[src/rtl/dtm_defines.vh]
`ifndef DTM_DEFINES_VH
`define DTM_DEFINES_VH
`define DTM_TC_WRITE       6'h05
`define DTM_TC_READ        6'h06
`define DTM_TC_ERROR       6'h08
`define DTM_TC_WRITE_SYNC  6'h0D
`define DTM_TC_READ_SYNC   6'h0E
`define DTM_TC_RMW         6'h3A
`define DTM_TC_RMW_SYNC    6'h3B
`define DTM_ECODE_OVR      5'h02
`define DTM_SYNC_INIT      5'h01
`define DTM_SZ_8           2'h0
`define DTM_SZ_16          2'h1
`define DTM_SZ_32          2'h2
`define DTM_OP_CLEAR       2'h1
`define DTM_OP_SET         2'h2
`define DTM_OP_TOGGLE      2'h3
`define DTM_WR_PERIOD      9'h100
`define DTM_RD_PERIOD      9'h0FF
`define DTM_KIND_READ      2'h0
`define DTM_KIND_WRITE     2'h1
`define DTM_KIND_RMW       2'h2
`define DTM_FIFO_W         82
`define DTM_FIFO_D         16
`define DTM_FIFO_AW        4
`endif

[src/rtl/dtm_trace_gen.v]
// Contract
// - pending sync turns write into write sync
// - pending sync turns read into read sync
// - sync pending after reset release
// - sync pending when trace enable rises running
// - sync pending on power-down exit
// - event-in with sync action sets pending
// - overrun error message precedes next sync
// - periodic counter forces sync, 256/255
// - first access after debug exit syncs
// - full address with leading zeros dropped
// - data sized to access, size code
// - unique address is xor with previous
// - plain read makes compressed read message
// - sync codes 13 and 14
// - compressed read code 6
// - rmw access makes rmw message
// - bit index five bits
// - op code clear 01 set 10 toggle 11
// - compressed rmw code 58
// - plain write makes compressed write, code 5
// - rmw sync code 59 full address
`timescale 1ns/1ps
`include "dtm_defines.vh"
module dtm_trace_gen (
  input  wire        core_clk,
  input  wire        rst,
  input  wire        trace_en,
  input  wire        cpu_running,
  input  wire        pdown_exit,
  input  wire        debug_exit,
  input  wire        evti_pin,
  input  wire        evti_sync_sel,
  input  wire        acc_valid,
  input  wire [1:0]  acc_kind,
  input  wire [31:0] acc_addr,
  input  wire [31:0] acc_data,
  input  wire [1:0]  acc_size,
  input  wire [4:0]  acc_bit,
  input  wire [1:0]  acc_op,
  output wire        acc_ready,
  output wire        acc_dropped,
  output reg         msg_valid,
  input  wire        msg_ready,
  output reg  [5:0]  msg_tcode,
  output reg  [1:0]  msg_field1,
  output reg  [31:0] msg_addr,
  output reg  [5:0]  msg_addr_len,
  output reg  [31:0] msg_value,
  output reg  [5:0]  msg_value_len,
  output reg  [4:0]  msg_bit
);
  localparam ST_IDLE = 1'b0;
  localparam ST_SEND = 1'b1;

  localparam NSR     = 5;
  localparam SR_RST  = 0;
  localparam SR_EN   = 1;
  localparam SR_PD   = 2;
  localparam SR_EVT  = 3;
  localparam SR_DBG  = 4;
  localparam [NSR-1:0] SR_INIT = `DTM_SYNC_INIT;

  reg            st_r;
  reg            ovr_r;
  reg            ovr_sent_r;
  reg  [8:0]     cnt_r;
  reg  [31:0]    ref_r;
  reg            en_d_r;
  reg            evti_m_r;
  reg            evti_s_r;
  reg            evti_d_r;
  reg  [NSR-1:0] sync_rsn_r;
  reg  [81:0]    fifo_in_nxt;
  reg  [31:0]    val_mask_c;
  reg  [5:0]     tc_c;
  reg  [5:0]     out_vlen_c;

  wire           fifo_in_ready;
  wire           fifo_out_valid;
  wire [81:0]    fifo_out;
  wire           push_ok;
  wire           evti_rise;
  wire           en_rise;
  wire           period_hit;
  wire           is_sync;
  wire           need_err;
  wire           is_read;
  wire           is_rmw;
  wire           sync_clr;
  wire           sync_any;
  wire           out_load;
  wire           out_is_rmw;
  wire           out_is_err;
  wire [NSR-1:0] sync_set;
  wire [31:0]    diff;
  wire [31:0]    sel_addr;
  wire [31:0]    sel_val;
  wire [5:0]     addr_len_c;
  wire [5:0]     len_at [0:32];
  wire [5:0]     out_tc;
  genvar         g;

  assign is_read   = (acc_kind == `DTM_KIND_READ);
  assign is_rmw    = (acc_kind == `DTM_KIND_RMW);
  assign evti_rise = evti_s_r & ~evti_d_r;
  assign en_rise   = trace_en & ~en_d_r & cpu_running;
  // write limit is the larger; reads share the counter but stop one earlier
  assign period_hit = is_read ? (cnt_r >= `DTM_RD_PERIOD)
                              : (cnt_r >= `DTM_WR_PERIOD);

  // a debug or power-down exit in the access's own cycle already counts
  assign is_sync   = sync_any | ovr_r | period_hit | debug_exit | pdown_exit;
  assign need_err  = ovr_r & ~ovr_sent_r;
  // xor keeps only the bits that changed since the last message
  assign diff      = acc_addr ^ ref_r;
  assign sel_addr  = is_sync ? acc_addr : diff;
  assign sel_val   = acc_data & val_mask_c;

  // only traced while enabled; the tool arms the enable beforehand
  assign push_ok   = acc_valid & trace_en & fifo_in_ready & ~need_err;
  // accesses are never stalled: a full queue discards and flags overrun
  assign acc_ready   = 1'b1;
  assign acc_dropped = acc_valid & trace_en & ~fifo_in_ready;

  assign sync_set[SR_RST] = 1'b0;
  assign sync_set[SR_EN]  = en_rise;
  assign sync_set[SR_PD]  = pdown_exit;
  assign sync_set[SR_EVT] = evti_rise & evti_sync_sel;
  assign sync_set[SR_DBG] = debug_exit;
  assign sync_clr = push_ok & is_sync;
  assign sync_any = |sync_rsn_r;

  // one flag per reason, so each cause of a sync can be watched on its own
  generate
    for (g = 0; g < NSR; g = g + 1) begin : g_sync
      always @(posedge core_clk or posedge rst) begin
        if (rst) begin
          sync_rsn_r[g] <= SR_INIT[g];
        end else if (sync_set[g]) begin
          sync_rsn_r[g] <= 1'b1;
        end else if (sync_clr) begin
          sync_rsn_r[g] <= 1'b0;
        end
      end
    end
  endgenerate

  // highest set bit plus one; leading zeros are not sent
  assign len_at[0] = 6'h00;
  generate
    for (g = 0; g < 32; g = g + 1) begin : g_len
      localparam [5:0] BIT_LEN = g + 1;
      assign len_at[g+1] = sel_addr[g] ? BIT_LEN : len_at[g];
    end
  endgenerate
  assign addr_len_c = len_at[32];

  always @* begin
    case (acc_size)
      `DTM_SZ_8:  val_mask_c = 32'h000000FF;
      `DTM_SZ_16: val_mask_c = 32'h0000FFFF;
      default:    val_mask_c = 32'hFFFFFFFF;
    endcase
  end

  always @* begin
    case (acc_kind)
      `DTM_KIND_WRITE: begin
        tc_c = is_sync ? `DTM_TC_WRITE_SYNC : `DTM_TC_WRITE;
      end
      `DTM_KIND_RMW: begin
        tc_c = is_sync ? `DTM_TC_RMW_SYNC : `DTM_TC_RMW;
      end
      default: begin
        tc_c = is_sync ? `DTM_TC_READ_SYNC : `DTM_TC_READ;
      end
    endcase
  end

  // code first, then the fields from the last table row up
  always @* begin
    fifo_in_nxt = 82'h0;
    if (need_err) begin
      fifo_in_nxt = {`DTM_TC_ERROR, 2'h0, 32'h0, 6'h00, 27'h0, `DTM_ECODE_OVR, 4'h0};
    end else if (is_rmw) begin
      // the bit argument rides in the low end of the value slot
      fifo_in_nxt = {tc_c, acc_op, sel_addr, addr_len_c, 27'h0, acc_bit, 4'h0};
    end else begin
      fifo_in_nxt = {tc_c, acc_size, sel_addr, addr_len_c, sel_val, 4'h0};
    end
  end

  // the queue absorbs bursts; past its depth accesses are dropped, not stalled
  dtm_fifo #(
    .W  (`DTM_FIFO_W),
    .D  (`DTM_FIFO_D),
    .AW (`DTM_FIFO_AW)
  ) u_fifo (
    .core_clk  (core_clk),
    .rst       (rst),
    .in_valid  ((acc_valid & trace_en) | need_err),
    .in_ready  (fifo_in_ready),
    .in_data   (fifo_in_nxt),
    .out_valid (fifo_out_valid),
    .out_ready (st_r == ST_IDLE),
    .out_data  (fifo_out)
  );

  // two flops first, the pin is not of this clock
  always @(posedge core_clk or posedge rst) begin
    if (rst) begin
      evti_m_r <= 1'b0;
      evti_s_r <= 1'b0;
      evti_d_r <= 1'b0;
    end else begin
      evti_m_r <= evti_pin;
      evti_s_r <= evti_m_r;
      evti_d_r <= evti_s_r;
    end
  end

  always @(posedge core_clk or posedge rst) begin
    if (rst) begin
      en_d_r <= 1'b0;
    end else begin
      en_d_r <= trace_en;
    end
  end

  // one counter serves both kinds; reads trip one count earlier
  always @(posedge core_clk or posedge rst) begin
    if (rst) begin
      cnt_r <= 9'h000;
    end else if (push_ok) begin
      if (is_sync) begin
        cnt_r <= 9'h000;
      end else begin
        cnt_r <= cnt_r + 9'h001;
      end
    end
  end

  // error messages do not move the reference
  always @(posedge core_clk or posedge rst) begin
    if (rst) begin
      ref_r <= 32'h0;
    end else if (push_ok) begin
      ref_r <= acc_addr;
    end
  end

  // a drop in the cycle of the clear wins, so no overrun goes unreported
  always @(posedge core_clk or posedge rst) begin
    if (rst) begin
      ovr_r      <= 1'b0;
      ovr_sent_r <= 1'b0;
    end else if (acc_dropped) begin
      ovr_r      <= 1'b1;
      ovr_sent_r <= 1'b0;
    end else if (push_ok & is_sync) begin
      ovr_r      <= 1'b0;
      ovr_sent_r <= 1'b0;
    end else if (need_err & fifo_in_ready) begin
      ovr_sent_r <= 1'b1;
    end
  end

  // output stage: one message at a time off the queue
  assign out_load   = (st_r == ST_IDLE) & fifo_out_valid;
  assign out_tc     = fifo_out[81:76];
  assign out_is_rmw = (out_tc == `DTM_TC_RMW) | (out_tc == `DTM_TC_RMW_SYNC);
  assign out_is_err = (out_tc == `DTM_TC_ERROR);

  // value width follows the size code; an rmw carries none, an error carries a 5-bit code
  always @* begin
    if (out_is_err) begin
      out_vlen_c = 6'h05;
    end else if (out_is_rmw) begin
      out_vlen_c = 6'h00;
    end else begin
      case (fifo_out[75:74])
        `DTM_SZ_8:  out_vlen_c = 6'h08;
        `DTM_SZ_16: out_vlen_c = 6'h10;
        default:    out_vlen_c = 6'h20;
      endcase
    end
  end

  always @(posedge core_clk or posedge rst) begin
    if (rst) begin
      st_r      <= ST_IDLE;
      msg_valid <= 1'b0;
    end else begin
      case (st_r)
        ST_IDLE: begin
          if (fifo_out_valid) begin
            st_r      <= ST_SEND;
            msg_valid <= 1'b1;
          end
        end
        ST_SEND: begin
          // valid drops for a cycle after every handshake
          if (msg_ready) begin
            st_r      <= ST_IDLE;
            msg_valid <= 1'b0;
          end
        end
        default: begin
          st_r <= ST_IDLE;
        end
      endcase
    end
  end

  // fields load only when a message is taken, so they stand while stalled
  always @(posedge core_clk or posedge rst) begin
    if (rst) begin
      msg_tcode     <= 6'h00;
      msg_field1    <= 2'h0;
      msg_addr      <= 32'h0;
      msg_addr_len  <= 6'h00;
      msg_value     <= 32'h0;
      msg_value_len <= 6'h00;
      msg_bit       <= 5'h00;
    end else if (out_load) begin
      msg_tcode     <= out_tc;
      msg_field1    <= fifo_out[75:74];
      msg_addr      <= fifo_out[73:42];
      msg_addr_len  <= fifo_out[41:36];
      msg_value     <= out_is_rmw ? 32'h0 : fifo_out[35:4];
      msg_value_len <= out_vlen_c;
      msg_bit       <= out_is_rmw ? fifo_out[8:4] : 5'h00;
    end
  end
endmodule

[src/rtl/dtm_fifo.v]
`timescale 1ns/1ps
module dtm_fifo #(
  parameter W  = 82,
  parameter D  = 16,
  parameter AW = 4
) (
  input  wire         core_clk,
  input  wire         rst,
  input  wire         in_valid,
  output wire         in_ready,
  input  wire [W-1:0] in_data,
  output wire         out_valid,
  input  wire         out_ready,
  output wire [W-1:0] out_data
);
  reg [W-1:0] mem_r [0:D-1];
  reg [AW-1:0] wp_r;
  reg [AW-1:0] rp_r;
  reg [AW:0]   cnt_r;
  wire         push;
  wire         pop;
  localparam [AW:0] FULL_CNT = D;
  assign in_ready  = (cnt_r != FULL_CNT);
  assign out_valid = (cnt_r != {(AW+1){1'b0}});
  assign push      = in_valid & in_ready;
  assign pop       = out_valid & out_ready;
  assign out_data  = mem_r[rp_r];
  always @(posedge core_clk) begin
    if (push) begin
      mem_r[wp_r] <= in_data;
    end
  end
  always @(posedge core_clk or posedge rst) begin
    if (rst) begin
      wp_r  <= {AW{1'b0}};
      rp_r  <= {AW{1'b0}};
      cnt_r <= {(AW+1){1'b0}};
    end else begin
      if (push) begin
        wp_r <= wp_r + 1'b1;
      end
      if (pop) begin
        rp_r <= rp_r + 1'b1;
      end
      cnt_r <= cnt_r + {{AW{1'b0}}, push} - {{AW{1'b0}}, pop};
    end
  end
endmodule

[config.mk]
export PLATFORM = sky130hd
export DESIGN_NAME = dtm_trace_gen
export DESIGN_NICKNAME = d
export VERILOG_FILES = /design/src/rtl/dtm_trace_gen.v /design/src/rtl/dtm_fifo.v
export VERILOG_INCLUDE_DIRS = /design/src /design/src/rtl
export SDC_FILE = /design/constraint.sdc
export NUM_CORES = 2
export LEC_CHECK = 0
export BUFFER_PORTS_ARGS = -buffer_cell sky130_fd_sc_hd__buf_2
export CAP_MARGIN = 5
export CORE_AREA = 2 2 394 279
export DETAILED_ROUTE_END_ITERATION = 10
export DIE_AREA = 0 0 396 281
export HOLD_SLACK_MARGIN = 0.12
export PLACE_DENSITY_LB_ADDON = 0.25
export SYNTH_ARGS = -nofsm -noshare
export SYNTH_HDL_FRONTEND = slang
export SYNTH_HIERARCHICAL = 1
export SYNTH_SLANG_ARGS = --single-unit
[constraint.sdc]
create_clock -name core_clk -period 11.9 [get_ports core_clk]
set_input_delay 1.19 -clock core_clk [delete_from_list [all_inputs] [get_ports core_clk]]
set_output_delay 1.19 -clock core_clk [all_outputs]
set_load 0.01 [all_outputs]
**Yosys cells after proc, flatten, opt, wreduce, memory -nomap -nowiden**

Memory sizes are Yosys's and may differ from the RTL's.
Index checks and enable logic that the tools add are counted.

- Add/subtract/negate cells: 5
- Multipliers: 0
- Div/mod/pow operators: 0
- Order comparisons: 2
- Equality and inequality tests: 10
- Shift operators: 0
- Mux-type cells: 64
- Bitwise gates (word level): 27
- Reductions and logical operators: 12

Operator list:

| operator | number |
|---|---|
| $mux W5 | 17 |
| $mux W82 | 1 |
| $mux W76 | 1 |
| $mux W32 | 2 |
| $pmux W32 S2 | 1 |
| $mux W4 | 10 |
| $and A32 B32 Y32 | 1 |
| $xor A32 B32 Y32 | 1 |
| $pmux W6 S2 | 2 |
| $mux W1 | 18 |
| $mux W6 | 3 |
| $and A1 B1 Y1 | 13 |
| $eq A6 B6 Y1 const B | 2 |
| $mux W3 | 4 |
| $reduce_bool A2 Y1 | 5 |
| $add A9 B1 Y9 const B | 1 |
| $ge A9 B8 Y1 const B | 1 |
| $ge A9 B9 Y1 const B | 1 |
| $mux W9 | 1 |
| $add A4 B1 Y4 const B | 2 |
| $eq A2 B1 Y1 const B | 3 |
| $eq A6 B4 Y1 const B | 1 |
| $logic_not A2 Y1 | 3 |
| $not A1 Y1 | 6 |
| 13 further kinds | 20 |

- Register bits: 156
- Latch bits: 0
- Memory bits (writable): 1312
- ROM bits: 0
- Input port bits: 85
- Output and inout port bits: 92
- Logic and storage cells: 146
- Memories kept: 1

Memory list:

| name | words | bits a word | read ports | clocked after Yosys merged registers in | write ports | RTL line | source |
|---|---|---|---|---|---|---|---|
| u_fifo.mem_r | 16 | 82 | 1 | 0 | 1 | dtm_fifo.v:16 | `reg [W-1:0] mem_r [0:D-1];` |

**Depth between registers and ports, before layout**

- Word-level depth: 40
- Mapped depth: 15
- Mapped depth without buffers: 14

**Hierarchy**

Netlist, hierarchy kept.

By module, submodules not included:

| module | instances | cells each | area each (um^2) | seq. area each (um^2) |
|---|---|---|---|---|
| dtm_fifo | 1 | 2440 | 50837.5 | 39723.1 |
| dtm_trace_gen | 1 | 952 | 7897.6 | 3529.6 |

**Least setup slack after synthesis**

Ideal clock, no wire load.

- Path type: in2reg
- Start: input trace_en
- End: memory u_fifo.mem_r[3][0], enable pin
- Setup time: 623 ps
- Data arrival time: 7399 ps
- Path slack: 3879 ps
- Stages: 6
- Buffers on the path: 1
- Cell sequence: nand2_1 -> nand2_1 -> and2_1 -> clkbuf_1 -> nand2_1 -> nor3_1

- Word-level cells in the longest chain between the ends: 5

Ends and longest elaborated chain:

| item | RTL line | source |
|---|---|---|
| start, declared | dtm_trace_gen.v:28 | `input wire trace_en,` |
| $and A1 B1 Y1 | dtm_trace_gen.v:202 | `.in_valid ((acc_valid & trace_en) \| need_err),` |
| $or A1 B1 Y1 | dtm_trace_gen.v:202 |  |
| $and A1 B1 Y1 | dtm_fifo.v:25 | `assign push = in_valid & in_ready;` |
| $mux W1 | dtm_fifo.v:29 | `if (push) begin` |
| $mux W1 (implied by the code) | dtm_fifo.v:30 | `mem_r[wp_r] <= in_data;` |
| end, declared | dtm_fifo.v:16 |  |

No other way between the ends.

**Worst setup path after layout**

- Start: register u_fifo.rp_r[1]
- End: register msg_value[22]

- Elaborated cells between the ends (all ways): 5
- Classes of those cells: eq/ne: 2; mux: 1; bitwise: 1; memory: 1

RTL lines:

| item | RTL line | source |
|---|---|---|
| start, declared | dtm_fifo.v:18 | `reg [AW-1:0] rp_r;` |
| start signal, assigned | dtm_fifo.v:36 | `rp_r <= {AW{1'b0}};` |
| start signal, assigned | dtm_fifo.v:43 | `rp_r <= rp_r + 1'b1;` |
| $mem_v2 Z16 W82 | - |  |
| net fifo_out[26] | dtm_trace_gen.v:81 | `wire [81:0] fifo_out;` |
| $mux W32 | dtm_trace_gen.v:331 | `msg_value <= out_is_rmw ? 32'h0 : fifo_out[35:4];` |
| end signal, assigned | dtm_trace_gen.v:331 |  |
| end, declared | dtm_trace_gen.v:49 | `output reg [31:0] msg_value,` |

The timed path passes the listed nets, and every way through them passes these cells.
A chain may end at the register's enable or synchronous reset.

==> results.txt <==
Status - finished, final reports clean
# diodes - 0
Final hold slack - 0.369 ns
Area Growth Syn to Fin - 11.3%
Num CTS Buffers - 133
Worst vdd ir - 149 uV
Clock root cell - clkbuf_16
Setup crit end - msg_value[22]$_DFFE_PP0P_
Achievable frequency - 191 MHz
Sw frac - 0.329
Detail Route Antenna Nets - 0
Worst EP arrival - 5.89 ns
Initial antenna violation count - 5
Final hold violations - 0
Worst EP required - 12.55 ns
Hold_buf cts - 0
Htree depth - 4
DR pass1 iterations - 5
Count of final max-slew check failures - 0
DP Cell Count - 4752
Syn nets - 3388
Power share of the sequential group - 0.430
Cell mode on critical path - buf_4
Sw power - 4.89 mW
Number of fill cells in the layout - 7929
Critical path launch point - u_fifo/rp_r[1]$_DFFE_PP0P_
Drt initial violations - 3152
Clk_lat worst skew - 0.76 ns
Sequential cell area - 41300 um2
Worst Max-Slew Pin Slew - 1.25 ns
Ys Warns - 6
RSZ-0062 raised after global routing - false
Final setup margin - 6.66 ns
Final-report setup violation count - 0
Clk pwr share - 0.278
Worst slack at placement - 6.38 ns
Clock tree buffer depth - 3
Footprint of the multi-input gates - 13900 um2
Relative slew margins - 0.170
Die Y - 281 um
Drt total wl - 139000 um
CP cell instances - buf_4 > and2_4 > buf_4 > buf_4 > a221oi_1 > o21ai_0 > nand2_1 > nand3_1 > nand2_1
Vias in the first global route - 31200
Max Cap Viol - 0
Total number of vias - 31200
Reg2Reg Depth - 9
Setup TNS Final - 0 ns
GRT Overall Usage - 0.251
Crit path depth - 9
Setup CP Type - flip-flop to flip-flop
Synth Instances - 3284
Hpwl dp - 74000 um
Design area - 62700 um2
Power Dens Cells - 237 nW/um2
Postcts setup bufs - 0
WP buf/inv - 3
Reg-to-Reg End - msg_value[22]$_DFFE_PP0P_
Die W - 396 um
Period utilization - 0.441
Largest net degree at the start of global routing - 78
CP Launch Type - flip-flop
Routability cong. - 0.799
Clock slew at reported path FFs - 0.06 ns
Row count - 101
I/O pins - 177
Comb power frac - 0.293
Nets - 3550
Final global-route overflow total - 0
Number of gates resized after CTS - 0
Starting density of the core - 0.524
Final min period - 5.24 ns
Share of post-route cells with drive strength above 1 - 0.180
Slowest-stage cell, CP - dfrtp_4
Clock Sinks - 1402
Routed length per instance - 27.9 um
Max Fanout on Critical Path - 66
Internal power - 9.95 mW
Via-to-Cell Ratio - 6.26
R2r setup slk - 6.66 ns
Top delay family on crit path - buffers and inverters
First-pass GRT wire length - 205000 um
CP endpoint kind - flip-flop
Placed Area - 58500 um2
Die area - 111000 um2
Clock skew - 0.0328 ns
RR Startpoint - u_fifo/rp_r[1]$_DFFE_PP0P_
Leak Pwr - 22.0 nW
Worst min-delay path class - flip-flop to flip-flop
Avg Cell Area, Syn - 17.2 um2
Cell Area, Synth - 56300 um2
IO buf count - 174
CTS tree - done
Detailed-route DRC error count - 0
Core area - 108000 um2
Crit path largest cell delay - 1.02 ns
Total power - 14.8 mW
Final Util - 0.583
Non-filler cells, final - 4992
[area by class of cell]
type                       count  area share
clock buffer                 180      0.0581
clock inverter                59     0.00860
inverter                      25     0.00160
multi-input combinational   1644       0.221
sequential                  1402       0.660
tap                         1442      0.0288
timing repair buffer         240      0.0219
[sequential cells by signal (all words and copies together) (netlist names), 2 cells and up]
register	cells
u_fifo/mem_r	1248
msg_addr	32
msg_value	32
ref_r	32
cnt_r	9
msg_addr_len	6
msg_tcode	6
msg_bit	5
sync_rsn_r	5
u_fifo/cnt_r	5
msg_value_len	4
u_fifo/rp_r	4
u_fifo/wp_r	4
msg_field1	2
[worst register-to-register path, delay by kind of cell (launching register included)]
| kind | cells | cell delay, ns |
|---|---|---|
| compound gates | 2 | 0.56 |
| buf+inv | 3 | 2.58 |
| flops | 1 | 1.02 |
| simple gates | 4 | 0.97 |
[power by group through the flow]
stage	sequential [mW]	combinational, mW	clock [mW]
floorplan	6.32	3.15	0
global placement	6.45	4.24	0
detailed placement	6.48	4.33	0
CTS	6.38	4.35	4.18
global route	6.42	4.68	4.37
finish	6.38	4.34	4.12
[worst min-delay path by stage]
stage | startpoint | to | slack, ns | depth (start not counted)
floorplan | evti_m_r$_DFF_PP0_ | evti_s_r$_DFF_PP0_ | 0.33 | 0
global route | evti_m_r$_DFF_PP0_ | evti_s_r$_DFF_PP0_ | 0.38 | 0
CTS | evti_m_r$_DFF_PP0_ | evti_s_r$_DFF_PP0_ | 0.37 | 0
global placement | evti_m_r$_DFF_PP0_ | evti_s_r$_DFF_PP0_ | 0.35 | 0
finish | evti_m_r$_DFF_PP0_ | evti_s_r$_DFF_PP0_ | 0.37 | 0
detailed placement | evti_m_r$_DFF_PP0_ | evti_s_r$_DFF_PP0_ | 0.35 | 0
[routing by layer]
layer / wire [um] / vias up / global-route usage
met5: 0 / - / 0
met3: 11200 / 214 / 0.0408
met2: 66400 / 1387 / 0.398
met4: 3320 / 0 / 0.0777
met1: 58400 / 16400 / 0.361
li1: - / 13300 / -
[placed cells by master (no fill, tap or decap), drive strengths merged, types with 7 or more instances in the layout]
| master | instances |
|---|---|
| nand2 | 362 |
| buf | 240 |
| bufinv | 8 |
| mux2i | 319 |
| mux4 | 156 |
| o32ai | 8 |
| and2 | 25 |
| and3 | 20 |
| nand3 | 38 |
| nor2 | 102 |
| nor3 | 19 |
| a221oi | 157 |
| xor2 | 33 |
| nor2b | 7 |
| ha | 18 |
| a22oi | 80 |
| a21oi | 16 |
| dfrtp | 153 |
| a31oi | 23 |
| mux2 | 30 |
| xnor2 | 28 |
| a211oi | 7 |
| inv | 32 |
| edfxtp | 1248 |
| clkinv | 40 |
| clkbuf | 180 |
| o21ai | 126 |
(Power assumes the default switching activity.)
